`src/rtl/sdc_pkg.sv`:
```
// shared constants, types and register map of the safety diagnostics block
package sdc_pkg;
	// register word indices as seen on the serial register port
	localparam logic [7:0] ADDR_SCRATCH2  = 8'h17;   // user_scratch_word2
	localparam logic [7:0] ADDR_SETUP     = 8'h1e;   // shared_setup_word
	localparam logic [7:0] ADDR_SCRATCH   = 8'h1f;   // user_scratch_word
	localparam logic [7:0] ADDR_LIN_FIRST = 8'h20;   // linearization_pair_first
	localparam logic [7:0] ADDR_LIN_LAST  = 8'h2f;   // linearization_pair_last
	localparam logic [7:0] ADDR_HEARTBEAT = 8'h80;   // heartbeat_count, extended read
	localparam logic [7:0] ADDR_CONDITION = 8'h81;   // condition_word, running and done bits
	localparam logic [7:0] ADDR_ERROR     = 8'h82;   // error flags, write one to clear
	// field positions in the shared setup word
	localparam int LOW_LIM_LSB  = 0;    // low_field_limit [5:0]
	localparam int HIGH_LIM_LSB = 6;    // high_field_limit [11:6]
	localparam int BIT_NO_HRST  = 12;   // ignore hard reset special
	localparam int BIT_NO_STST  = 13;   // ignore self-test special
	localparam int BIT_FOLLOW   = 14;   // scratch word follows exemptions
	localparam int BIT_EXEMPT   = 16;   // lock does not apply to exempt words
	localparam int BIT_WAIVE    = 17;   // unlock step not needed for exempt words
	localparam int BIT_PU_XDCR  = 18;   // transducer check at power-up
	localparam int BIT_PU_LOGIC = 19;   // logic check at power-up
	localparam int LOCK_LSB     = 20;   // write-protect code [23:20]
	// write-protect codes
	localparam logic [3:0] LOCK_NVM     = 4'h0c;   // nonvolatile writes blocked
	localparam logic [3:0] LOCK_NVM_REG = 4'h03;   // nonvolatile and indirect writes blocked
	// reset values
	localparam logic [5:0]  LOW_LIM_RST  = 6'h0d;
	localparam logic [5:0]  HIGH_LIM_RST = 6'h25;
	localparam logic [23:0] SETUP_RST    = {12'h000, HIGH_LIM_RST, LOW_LIM_RST};
	localparam logic [23:0] WORD_RST     = 24'h00_0000;
	// error flag positions
	localparam int ERR_XDCR = 0;   // transducer self-test failed
	localparam int ERR_LOW  = 1;   // field below low limit
	localparam int ERR_HIGH = 2;   // field above high limit
	localparam int ERR_OSC  = 3;   // oscillator watchdog limit violated
	localparam int ERR_LBST = 4;   // logic self-test signature mismatch
	localparam int ERR_W    = 5;
	// timing
	localparam int CLK_PERIOD_PS = 5_000;              // 200 MHz
	localparam longint ALIVE_TICK_PS = 64'd8_192_000_000;   // 8.192 ms
	localparam int ALIVE_TICK_CYC = int'(ALIVE_TICK_PS / CLK_PERIOD_PS);
	localparam longint XDCR_TEST_PS = 64'd30_000_000_000;   // 30 ms
	localparam int XDCR_STEPS = 8;
	localparam int XDCR_STEP_CYC = int'(XDCR_TEST_PS / CLK_PERIOD_PS / XDCR_STEPS);
	localparam longint LBIST_PS = 64'd30_000_000_000;       // 30 ms
	localparam int LBIST_CYC = int'(LBIST_PS / CLK_PERIOD_PS);
	// linearization scale shifts: 12-bit span onto 512 or 1024 angle codes
	localparam int LIN_SHIFT_NARROW = 3;   // +/- 22.5 degrees
	localparam int LIN_SHIFT_WIDE   = 2;   // +/- 45 degrees
	// serial register request
	typedef struct packed {
		logic        wr;      // write strobe, one cycle
		logic        rd;      // read strobe, one cycle
		logic        nvm;     // write goes to nonvolatile memory too
		logic [7:0]  addr;    // word index
		logic [23:0] wdata;   // write data
	} sdc_req_type;
	// transducer self-test sequence, gray coded
	typedef enum logic [1:0] {
		XT_IDLE = 2'b00,
		XT_RUN  = 2'b01,
		XT_DONE = 2'b11
	} sdc_xt_state_type;
endpackage

```
`src/rtl/sdc_lbist.sv`:
```
// logic self-test: lfsr pattern source, parallel scan chains and signature register
`timescale 1ns/1ps
module sdc_lbist #(
	parameter int CHAINS    = 31,
	parameter int CHAIN_LEN = 4,
	parameter int RUN_CYC   = 6_000_000
) (
	input  wire logic                ref_clk_i,
	input  wire logic                nrst_i,
	input  wire logic                start_i,
	output logic                     busy_o,
	output logic                     done_o,
	output logic [CHAINS-1:0]        sig_o
);
	import sdc_pkg::*;

	logic [CHAINS-1:0] lfsr_reg;    // pattern source
	logic [CHAINS-1:0] chain_out;   // last flop of each chain
	logic [31:0]       run_reg;     // shift cycle count

	// parameter check
	if (CHAINS != 31 || CHAIN_LEN < 1 || RUN_CYC < 1) begin : g_bad
		$error("sdc_lbist: unsupported chain shape");
	end

	// one scan chain per lfsr bit, all loaded in parallel
	for (genvar c = 0; c < CHAINS; c++) begin : g_chain
		logic [CHAIN_LEN-1:0] sh_reg;
		always_ff @(posedge ref_clk_i) begin
			if (!nrst_i) begin
				sh_reg <= '0;
			end else if (busy_o) begin
				sh_reg <= {sh_reg[CHAIN_LEN-2:0], lfsr_reg[c]};
			end
		end
		assign chain_out[c] = sh_reg[CHAIN_LEN-1];
	end

	// lfsr x^31 + x^28 + 1 with nonzero seed
	always_ff @(posedge ref_clk_i) begin
		if (!nrst_i || start_i) begin
			lfsr_reg <= 31'h0000_0001;
		end else if (busy_o) begin
			lfsr_reg <= {lfsr_reg[29:0], lfsr_reg[30] ^ lfsr_reg[27]};
		end
	end

	// misr compacts every chain output into the signature
	always_ff @(posedge ref_clk_i) begin
		if (!nrst_i || start_i) begin
			sig_o <= '0;
		end else if (busy_o) begin
			sig_o <= {sig_o[29:0], sig_o[30] ^ sig_o[27]} ^ chain_out;
		end
	end

	// run length and done level
	always_ff @(posedge ref_clk_i) begin
		if (!nrst_i) begin
			busy_o  <= 1'b0;
			done_o  <= 1'b0;
			run_reg <= '0;
		end else if (start_i) begin
			busy_o  <= 1'b1;
			done_o  <= 1'b0;
			run_reg <= '0;
		end else if (busy_o) begin
			run_reg <= run_reg + 32'd1;
			if (run_reg == 32'(RUN_CYC - 1)) begin
				busy_o <= 1'b0;
				done_o <= 1'b1;
			end
		end
	end
endmodule

```
`src/rtl/sdc_top.sv`:
```
// safety diagnostics and shared setup word of the angle sensor
`timescale 1ns/1ps
// Operation
// - low limit code is gauss over 16
// - high limit code is gauss over 32
// - setup bits block hard reset, self-test specials
// - follow bit extends exemptions to scratch word
// - exempt bit keeps scratch words writable despite lock
// - waiver bit drops unlock step for scratch words
// - power-up transducer check when enabled
// - power-up logic check when enabled
// - lock codes block nvm or all writes; error-flag clears still act under either code
// - 32 signed corrections subtracted from angle
// - correction span 22.5 or 45 degrees
// - 32-bit alive counter from zero, wraps
// - alive period is cycle setting plus one
// - extended read 0x80 returns full count
// - watchdogs held cleared in sleep, restart from zero on wake
// - count other oscillator against limits
// - 31 chains loaded from 31-bit lfsr
// - misr forms 31-bit pass or fail signature
// - logic test runs beside transducer test
// - test current emulates rotating field, angle judged
// - special starts test, done or idle ends
// - fail flag set on failed transducer test
// - six-bit cycle setting gives alive rate
module sdc_top #(
	parameter int          TICK_CYC  = sdc_pkg::ALIVE_TICK_CYC,
	parameter int          STEP_CYC  = sdc_pkg::XDCR_STEP_CYC,
	parameter int          LBIST_RUN = sdc_pkg::LBIST_CYC,
	parameter int          WD_WIN    = 256,            // watchdog window, cycles
	parameter int          WD_MIN    = 8,              // least other-oscillator edges
	parameter int          WD_MAX    = 64,             // most other-oscillator edges
	parameter int          XDCR_TOL  = 64,             // angle tolerance, codes
	parameter logic [30:0] LBIST_REF = 31'h0000_0000   // expected signature
) (
	input  wire logic                 ref_clk_i,
	input  wire logic                 nrst_i,
	input  wire sdc_pkg::sdc_req_type req_i,
	input  wire logic                 unlock_i,
	input  wire logic                 spc_hard_rst_i,
	input  wire logic                 spc_self_test_i,
	input  wire logic [5:0]           lpm_cycle_i,
	input  wire logic                 lin_scale_i,
	input  wire logic                 angle_vld_i,
	input  wire logic [11:0]          angle_i,
	input  wire logic [11:0]          field_i,
	input  wire logic                 sleep_i,
	input  wire logic                 osc_other_i,
	output logic [31:0]               rdata_o,
	output logic                      rvalid_o,
	output logic                      wr_refused_o,
	output logic                      lin_vld_o,
	output logic [11:0]               lin_angle_o,
	output logic                      xt_drive_o,
	output logic                      xt_dir_o,
	output logic [1:0]                xt_elem_o,
	output logic [4:0]                err_o
);
	import sdc_pkg::*;

	// parameter check
	if (TICK_CYC < 1 || STEP_CYC < 2 || WD_WIN < 2 || WD_MIN > WD_MAX) begin : g_bad
		$error("sdc_top: unsupported timing parameters");
	end

	logic [23:0]      setup_reg;        // shared_setup_word
	logic [23:0]      scratch_reg;      // user_scratch_word
	logic [23:0]      scratch2_reg;     // user_scratch_word2
	logic [23:0]      lin_mem [16];     // correction pairs
	logic [31:0]      alive_reg;        // heartbeat_count
	logic [31:0]      tick_reg;         // 8.192 ms prescaler
	logic [5:0]       mult_reg;         // cycle setting multiplier
	logic             pwrup_reg;        // power-up or hard reset pulse
	logic             soft_rst;         // accepted hard reset special
	logic [ERR_W-1:0] err_next;
	sdc_xt_state_type xt_state;
	logic [2:0]       xt_phase_reg;     // emulated field direction step
	logic [31:0]      xt_cnt_reg;       // cycles within a step
	logic             xt_start;
	logic             xt_done_reg;      // special done
	logic             xt_bad;           // step judged out of tolerance
	logic [11:0]      xt_diff;
	logic             lb_start;
	logic             lb_busy;
	logic             lb_done;
	logic             lb_done_d;
	logic [30:0]      lb_sig;
	logic             osc_s1;           // synchroniser first flop
	logic             osc_s2;
	logic             osc_s3;
	logic [15:0]      wd_win_reg;       // window counter
	logic [15:0]      wd_edges_reg;     // other-oscillator edges in window
	logic             wd_fault;
	logic             low_hit;
	logic             high_hit;
	logic             exempt_word;      // word may use the exemptions
	logic             lock_any;
	logic             refuse;
	logic [11:0]      corr;
	logic [11:0]      corr_scaled;
	logic [3:0]       lin_idx;

	// power-up pulse after reset release, repeated for an accepted hard reset
	assign soft_rst = spc_hard_rst_i && !setup_reg[BIT_NO_HRST];
	always_ff @(posedge ref_clk_i) begin
		if (!nrst_i) begin
			pwrup_reg <= 1'b1;
		end else begin
			pwrup_reg <= soft_rst;
		end
	end

	// write permission: lock code, unlock step and exempt scratch words
	assign exempt_word = (req_i.addr == ADDR_SCRATCH2) ||
		((req_i.addr == ADDR_SCRATCH) && setup_reg[BIT_FOLLOW]);
	assign lock_any = (setup_reg[LOCK_LSB+:4] == LOCK_NVM) ||
		(setup_reg[LOCK_LSB+:4] == LOCK_NVM_REG);
	always_comb begin
		refuse = 1'b0;
		if (req_i.nvm) begin
			// nonvolatile write: lock, then unlock step
			if (lock_any && !(exempt_word && setup_reg[BIT_EXEMPT])) begin
				refuse = 1'b1;
			end
			if (!unlock_i && !(exempt_word && setup_reg[BIT_WAIVE])) begin
				refuse = 1'b1;
			end
		end else if (setup_reg[LOCK_LSB+:4] == LOCK_NVM_REG) begin
			// indirect register write under full lock
			refuse = !(exempt_word && setup_reg[BIT_EXEMPT]);
		end
	end

	// register writes
	always_ff @(posedge ref_clk_i) begin
		if (!nrst_i) begin
			setup_reg    <= SETUP_RST;
			scratch_reg  <= WORD_RST;
			scratch2_reg <= WORD_RST;
			wr_refused_o <= 1'b0;
		end else begin
			wr_refused_o <= req_i.wr && refuse;
			if (req_i.wr && !refuse) begin
				case (req_i.addr)
					ADDR_SETUP:    setup_reg    <= req_i.wdata;
					ADDR_SCRATCH:  scratch_reg  <= req_i.wdata;
					ADDR_SCRATCH2: scratch2_reg <= req_i.wdata;
					default: ;
				endcase
			end
		end
	end

	// correction table, two signed entries to a word
	always_ff @(posedge ref_clk_i) begin
		if (!nrst_i) begin
			for (int i = 0; i < 16; i++) begin
				lin_mem[i] <= WORD_RST;
			end
		end else if (req_i.wr && !refuse && req_i.addr[7:4] == ADDR_LIN_FIRST[7:4]) begin
			lin_mem[req_i.addr[3:0]] <= req_i.wdata;
		end
	end

	// register reads, answered one cycle after the strobe
	always_ff @(posedge ref_clk_i) begin
		if (!nrst_i) begin
			rdata_o  <= 32'h0000_0000;
			rvalid_o <= 1'b0;
		end else begin
			rvalid_o <= req_i.rd;
			if (req_i.rd) begin
				case (req_i.addr)
					ADDR_SETUP:     rdata_o <= {8'h00, setup_reg};
					ADDR_SCRATCH:   rdata_o <= {8'h00, scratch_reg};
					ADDR_SCRATCH2:  rdata_o <= {8'h00, scratch2_reg};
					ADDR_HEARTBEAT: rdata_o <= alive_reg;
					ADDR_CONDITION: rdata_o <= {28'h000_0000, lb_done, lb_busy,
						xt_done_reg, xt_state == XT_RUN};
					ADDR_ERROR:     rdata_o <= {27'h000_0000, err_o};
					default: begin
						if (req_i.addr[7:4] == ADDR_LIN_FIRST[7:4]) begin
							rdata_o <= {8'h00, lin_mem[req_i.addr[3:0]]};
						end else begin
							rdata_o <= 32'h0000_0000;   // unmapped
						end
					end
				endcase
			end
		end
	end

	// alive counter: prescaler, then cycle setting plus one ticks per count
	always_ff @(posedge ref_clk_i) begin
		if (!nrst_i || soft_rst) begin
			tick_reg  <= '0;
			mult_reg  <= '0;
			alive_reg <= 32'h0000_0000;
		end else if (tick_reg == 32'(TICK_CYC - 1)) begin
			tick_reg <= '0;
			if (mult_reg >= lpm_cycle_i) begin
				mult_reg  <= '0;
				alive_reg <= alive_reg + 32'd1;
			end else begin
				mult_reg <= mult_reg + 6'd1;
			end
		end else begin
			tick_reg <= tick_reg + 32'd1;
		end
	end

	// linearization: boundary correction of the angle's segment, scaled and subtracted
	assign lin_idx = angle_i[11:8];
	assign corr = angle_i[7] ? lin_mem[lin_idx][23:12] : lin_mem[lin_idx][11:0];
	assign corr_scaled = lin_scale_i ? 12'($signed(corr) >>> LIN_SHIFT_WIDE)
		: 12'($signed(corr) >>> LIN_SHIFT_NARROW);
	always_ff @(posedge ref_clk_i) begin
		if (!nrst_i) begin
			lin_vld_o   <= 1'b0;
			lin_angle_o <= 12'h000;
		end else begin
			lin_vld_o <= angle_vld_i;
			if (angle_vld_i) begin
				lin_angle_o <= angle_i - corr_scaled;
			end
		end
	end

	// field comparators, zero code disables each
	assign low_hit = (setup_reg[LOW_LIM_LSB+:6] != 6'h00) &&
		(field_i < {2'b00, setup_reg[LOW_LIM_LSB+:6], 4'h0});
	assign high_hit = (setup_reg[HIGH_LIM_LSB+:6] != 6'h00) &&
		(field_i > {1'b0, setup_reg[HIGH_LIM_LSB+:6], 5'h00});

	// other oscillator pin: two flops, then edge detect on the second
	always_ff @(posedge ref_clk_i) begin
		if (!nrst_i) begin
			osc_s1 <= 1'b0;
			osc_s2 <= 1'b0;
			osc_s3 <= 1'b0;
		end else begin
			osc_s1 <= osc_other_i;
			osc_s2 <= osc_s1;
			osc_s3 <= osc_s2;
		end
	end

	// watchdog: count other-domain edges per window, cleared while asleep
	assign wd_fault = (wd_win_reg == 16'(WD_WIN - 1)) &&
		((wd_edges_reg < 16'(WD_MIN)) || (wd_edges_reg > 16'(WD_MAX)));
	always_ff @(posedge ref_clk_i) begin
		if (!nrst_i || sleep_i) begin
			wd_win_reg   <= '0;
			wd_edges_reg <= '0;
		end else if (wd_win_reg == 16'(WD_WIN - 1)) begin
			wd_win_reg   <= '0;
			wd_edges_reg <= '0;
		end else begin
			wd_win_reg <= wd_win_reg + 16'd1;
			if (osc_s2 && !osc_s3 && wd_edges_reg != 16'hffff) begin
				wd_edges_reg <= wd_edges_reg + 16'd1;
			end
		end
	end

	// logic self-test, independent of the transducer sequence
	assign lb_start = pwrup_reg && setup_reg[BIT_PU_LOGIC];
	sdc_lbist #(
		.CHAINS    (31),
		.CHAIN_LEN (4),
		.RUN_CYC   (LBIST_RUN)
	) u_lbist (
		.ref_clk_i (ref_clk_i),
		.nrst_i    (nrst_i),
		.start_i   (lb_start),
		.busy_o    (lb_busy),
		.done_o    (lb_done),
		.sig_o     (lb_sig)
	);
	always_ff @(posedge ref_clk_i) begin
		if (!nrst_i) begin
			lb_done_d <= 1'b0;
		end else begin
			lb_done_d <= lb_done;
		end
	end

	// transducer self-test: eight steps of test current, angle checked per step
	assign xt_start = (xt_state != XT_RUN) && ((pwrup_reg && setup_reg[BIT_PU_XDCR]) ||
		(spc_self_test_i && !setup_reg[BIT_NO_STST]));
	assign xt_diff = angle_i - {xt_phase_reg, 9'h000};
	assign xt_bad = (xt_state == XT_RUN) && (xt_cnt_reg == 32'(STEP_CYC - 1)) &&
		(xt_diff > 12'(XDCR_TOL)) && (xt_diff < 12'(4096 - XDCR_TOL));
	always_ff @(posedge ref_clk_i) begin
		if (!nrst_i) begin
			xt_state     <= XT_IDLE;
			xt_phase_reg <= 3'd0;
			xt_cnt_reg   <= '0;
			xt_done_reg  <= 1'b0;
		end else begin
			case (xt_state)
				XT_IDLE, XT_DONE: begin
					if (xt_start) begin
						xt_state     <= XT_RUN;
						xt_phase_reg <= 3'd0;
						xt_cnt_reg   <= '0;
						xt_done_reg  <= 1'b0;
					end
				end
				XT_RUN: begin
					if (xt_cnt_reg == 32'(STEP_CYC - 1)) begin
						xt_cnt_reg   <= '0;
						xt_phase_reg <= xt_phase_reg + 3'd1;
						if (xt_phase_reg == 3'(XDCR_STEPS - 1)) begin
							xt_state    <= XT_DONE;
							xt_done_reg <= 1'b1;
						end
					end else begin
						xt_cnt_reg <= xt_cnt_reg + 32'd1;
					end
				end
				default: xt_state <= XT_IDLE;
			endcase
		end
	end

	// test current: direction flips each half turn, element pair walks
	always_ff @(posedge ref_clk_i) begin
		if (!nrst_i) begin
			xt_drive_o <= 1'b0;
			xt_dir_o   <= 1'b0;
			xt_elem_o  <= 2'b00;
		end else begin
			xt_drive_o <= (xt_state == XT_RUN);
			xt_dir_o   <= xt_phase_reg[2];
			xt_elem_o  <= xt_phase_reg[1:0];
		end
	end

	// sticky error flags, write one to clear, a new event wins over the clear
	always_comb begin
		err_next = err_o;
		if (req_i.wr && req_i.addr == ADDR_ERROR) begin
			err_next = err_o & ~req_i.wdata[ERR_W-1:0];
		end
		err_next[ERR_XDCR] = err_next[ERR_XDCR] | xt_bad;
		err_next[ERR_LOW]  = err_next[ERR_LOW] | low_hit;
		err_next[ERR_HIGH] = err_next[ERR_HIGH] | high_hit;
		err_next[ERR_OSC]  = err_next[ERR_OSC] | wd_fault;
		err_next[ERR_LBST] = err_next[ERR_LBST] | (lb_done && !lb_done_d && lb_sig != LBIST_REF);
	end
	always_ff @(posedge ref_clk_i) begin
		if (!nrst_i) begin
			err_o <= '0;
		end else begin
			err_o <= err_next;
		end
	end
endmodule

```
`config.mk`:
```
export PLATFORM = sky130hd
export DESIGN_NAME = sdc_top
export DESIGN_NICKNAME = d
export VERILOG_FILES = /design/src/rtl/sdc_pkg.sv /design/src/rtl/sdc_lbist.sv /design/src/rtl/sdc_top.sv
export SDC_FILE = /design/constraint.sdc
export NUM_CORES = 2
export LEC_CHECK = 0
export BUFFER_PORTS_ARGS = -buffer_cell sky130_fd_sc_hd__buf_4
export CORE_ASPECT_RATIO = 1.5
export CORE_MARGIN = 4
export CORE_UTILIZATION = 55
export DETAILED_ROUTE_END_ITERATION = 7
export GPL_TIMING_DRIVEN = 0
export PLACE_DENSITY_LB_ADDON = 0.05
export SYNTH_ARGS = -nofsm -noshare
export SYNTH_HDL_FRONTEND = slang
export SYNTH_SLANG_ARGS = --single-unit
```
`constraint.sdc`:
```
create_clock -name ref_clk_i -period 4.1 [get_ports ref_clk_i]
set_input_delay 0.41 -clock ref_clk_i [delete_from_list [all_inputs] [get_ports ref_clk_i]]
set_output_delay 0.41 -clock ref_clk_i [all_outputs]
set_load 0.02 [all_outputs]
```
==> summary.txt <==
Status
  – Status: complete, no violations

Synth
  – Asr flop ratio synth: 0%
  – Yosys reg bits: roughly 880
  – Synth Warn #: 0
  – Synth Flop Type: dfxtp_1
  – Post-synth EDFFs: 384
  – Synth top area share: 28.3%
  – Post-Syn Nets: 3783
  – Register area share after synthesis: between 50% and 60%
  – Post-Syn Area: around 40000 sq um
  – Unique masters post-synth: 87
  – Post-synthesis cell count: 3667
  – Syn Area/Cell: around 11 sq um
  – Largest cells by area after synthesis: edfxtp_1, dfxtp_1, mux4_2
  – Synth area leader: edfxtp_1

GRT
  – Largest net degree at the start of global routing: 17
  – Grt met3 use: under 10%
  – GRT overflow: 0
  – Initial antenna violation count: 10
  – First-pass GRT wire length: 210000 microns
  – Number of global-route vias before repair: approximately 32000
  – Met1 Usage GRT: ~39%
  – Global route hottest layer: met2
  – GRT Resource Usage Total: between 30 and 40%
  – Routing usage on met2: between 60% and 70%

Route
  – Drt initial violations: 3596
  – WL final: 146000 microns
  – DRC violations left: 0
  – DRT Pass-1 Iters: 7
  – Post-DRT Antenna Nets: 0
  – Drt wl/cell: around 29 microns
  – Vias: roughly 32000
  – Post-DR vias/cell: 6.44

Power
  – Pint: 14.1 mW
  – Flop pwr share: between 40% and 50%
  – NetSw: between 4 and 5 mW
  – Peak supply drop: about 380 uV
  – Leak: 15.8 nW
  – Clock share of power: 41.3%
  – Pwr per Cell Area: 405 nW/um^2
  – Switching share of total power: between 20% and 30%
  – Logic gate share of total power: under 10%

Timing
  – Hold_ws: 0.0813 ns
  – Least-Margin Pin Slew: approximately 1.4 ns
  – Setup violations, final: 0
  – Slew Limit Headroom: under 10%
  – Final Hold Fails: 0
  – Final Slew Violations: 0
  – RSZ-0062 raised after global routing: no
  – Post-route minimum period: 4.04 ns
  – Fmax: roughly 250 MHz
  – Skew final: about 0.033 ns
  – Fin crit share: 98.6%

Final layout
  – Final Core Density: 62.9%
  – Sequential cell area: 21400 sq um
  – Max FFs per register: 384
  – Fillers: between 5000 and 6000
  – Finished Layout Cells: slightly below 5000
  – Nets@finish: approximately 4000
  – Area of the multi-input gates: 18400 sq um
  – P&R area growth vs syn: 13.6%
  – Share of cells above drive strength 1: 15.8%

CTS
  – Max clock buf depth: 3
  – Reg clk slew, reported paths: ~0.070 ns
  – Max H-tree Level: 3
  – Clock sinks: around 880
  – CTS buffer count: 84
  – CTS root buffer: clkbuf_16
  – CTS tree: done
  – Worst skew pair latency: just under 0.7 ns

Worst setup path
  – Critical-path maximum fanout: 10
  – Required time worst endpoint: 4.45 ns
  – Critical Path Start: setup_reg[23]
  – Worst setup SP type: flip-flop
  – Critical Path Sink Type: flip-flop
  – R2R cell count: 8
  – Crit path kind: reg2reg
  – Crit path DAT: between 4 and 5 ns
  – Reg2reg start: setup_reg[23]

Hold path
  – HP Start: req_i[34]
  – Hold Path Cell Cnt: 3
  – HP Class: in2reg

Die
  – # rows: 122
  – Core Footprint: 73700 sq um
  – Initial Util: between 50% and 60%
  – I/O pin total: between 100 and 150
  – Die Wd: 230 microns
  – Die area: 78700 sq um
  – Die H: approximately 340 microns

Placement
  – Hpwl dp: about 110000 microns
  – I/O Buffers: around 130
  – DP Cell Count: between 4000 and 5000
  – Global placement routability congestion: ~1.0

Job
  – # Max-Cap Violations: 0
[final cells by class]
type | count | area share (%)
inverters | 58 | 0.470
clock inverters | 28 | 0.451
clock buffers | 121 | 5.30
repair buffers | 144 | 2.93
plain buffers | 243 | 2.30
well taps | 992 | 2.68
flip-flops and latches | 877 | 46.2
diodes | 5 | 0.0270
multi-input cells | 2489 | 39.7
[power groups by stage]
stage / sequential, mW / combinational (mW) / clock (mW)
after global placement: 9.51 / 1.52 / 0
after CTS: 9.32 / 1.62 / 7.78
after detailed placement: 9.51 / 1.61 / 0
after floorplan: 9.52 / 0.851 / 0
final: 9.32 / 1.69 / 7.76
after global routing: 9.33 / 1.74 / 8.12
[critical path, cell delays in order (launching register included)]
cell and delay [ns]:
dfxtp_1 0.39, nor4bb_1 0.81, o21ba_2 0.26, o32a_1 0.29, and3_1 0.26, nand4b_1 0.10
clkbuf_1 0.41, clkbuf_1 1.00, nor2_1 0.18
[placed cells by master, fill, tap and decap left out, types with 19 or more instances in the layout]
| cell type | count |
|---|---|
| nor4_1 | 29 |
| and3_1 | 27 |
| o21ai_0 | 83 |
| a211oi_1 | 33 |
| a31o_2 | 19 |
| ha_1 | 40 |
| buf_4 | 128 |
| nand2_1 | 340 |
| inv_1 | 55 |
| buf_2 | 40 |
| nand2b_1 | 86 |
| a221oi_1 | 27 |
| xnor2_1 | 86 |
| a31oi_1 | 26 |
| xor2_1 | 57 |
| edfxtp_1 | 384 |
| dfxtp_1 | 493 |
| buf_1 | 19 |
| nor2b_1 | 110 |
| a21oi_1 | 72 |
| nor2_1 | 603 |
| clkbuf_16 | 88 |
| nor3_1 | 42 |
| clkbuf_1 | 178 |
| mux4_2 | 218 |
| and2_1 | 27 |
| mux2i_1 | 151 |
| a22oi_1 | 20 |
| a21boi_0 | 44 |
| nand3_1 | 104 |
| nand4_1 | 54 |
[cells by family (layout without fill, tap and decap cells)]
kind of cell               Yosys count  count (layout)  share of synthesized area, %
and+or+nand+nor                   1509            1509                          17.3
DFF                                877             877                          52.5
AOI/OAI and AO/OA                  416             416                          6.85
muxes                              379             379                          16.0
buffers and inverters              301             594                          2.95
xor gates and xnor gates           143             143                          3.07
adders and majority gates           42              42                          1.33
other                                0               5                             0
[Yosys cell counts, types with 86 or more instances]
cell      number
nor2_1       603
dfxtp_1      493
edfxtp_1     384
nand2_1      340
mux4_2       218
clkbuf_1     170
mux2i_1      152
nor2b_1      110
nand3_1      104
o21ai_0       99
nand2b_1      86
xnor2_1       86
[layer usage]
metal  share of wire, %  routed length, microns
met1                 32                   46200
met2                 49                   71100
met3                9.7                   14100
met4                 10                   14600
met5              0.055                      80
[final timing paths]
| check | endpoint | slack (ns) |
|---|---|---|
| max | lin_mem[10][18] | 0.06 |
| min | wr_refused_o | 0.08 |
| max reg2reg | lin_mem[10][18] | 0.06 |
| min reg2reg | scratch2_reg[14] | 0.46 |
[repair_timing]
action                                  in CTS  in global routing
hold endpoints to repair                     1                  0
buffers inserted                             0                  0
endpoints found under the setup margin      56                  7
gates resized for setup                     20                 22
hold buffers                                 1                  0
[metrics by stage]
stage	instance area, sq um	worst slack (ns)	power (mW)	setup TNS (ns)
after global routing	46400	0.00999	19.2	0
after floorplan	40800	-0.251	10.4	-12.05
after CTS	46300	0.0311	18.7	0
after detailed placement	43600	-1.29	11.1	-15.39
after global placement	43000	-3.65	11.0	-925.51
final	46400	0.0594	18.8	0
No activity file was read; power rests on OpenSTA's default activity.
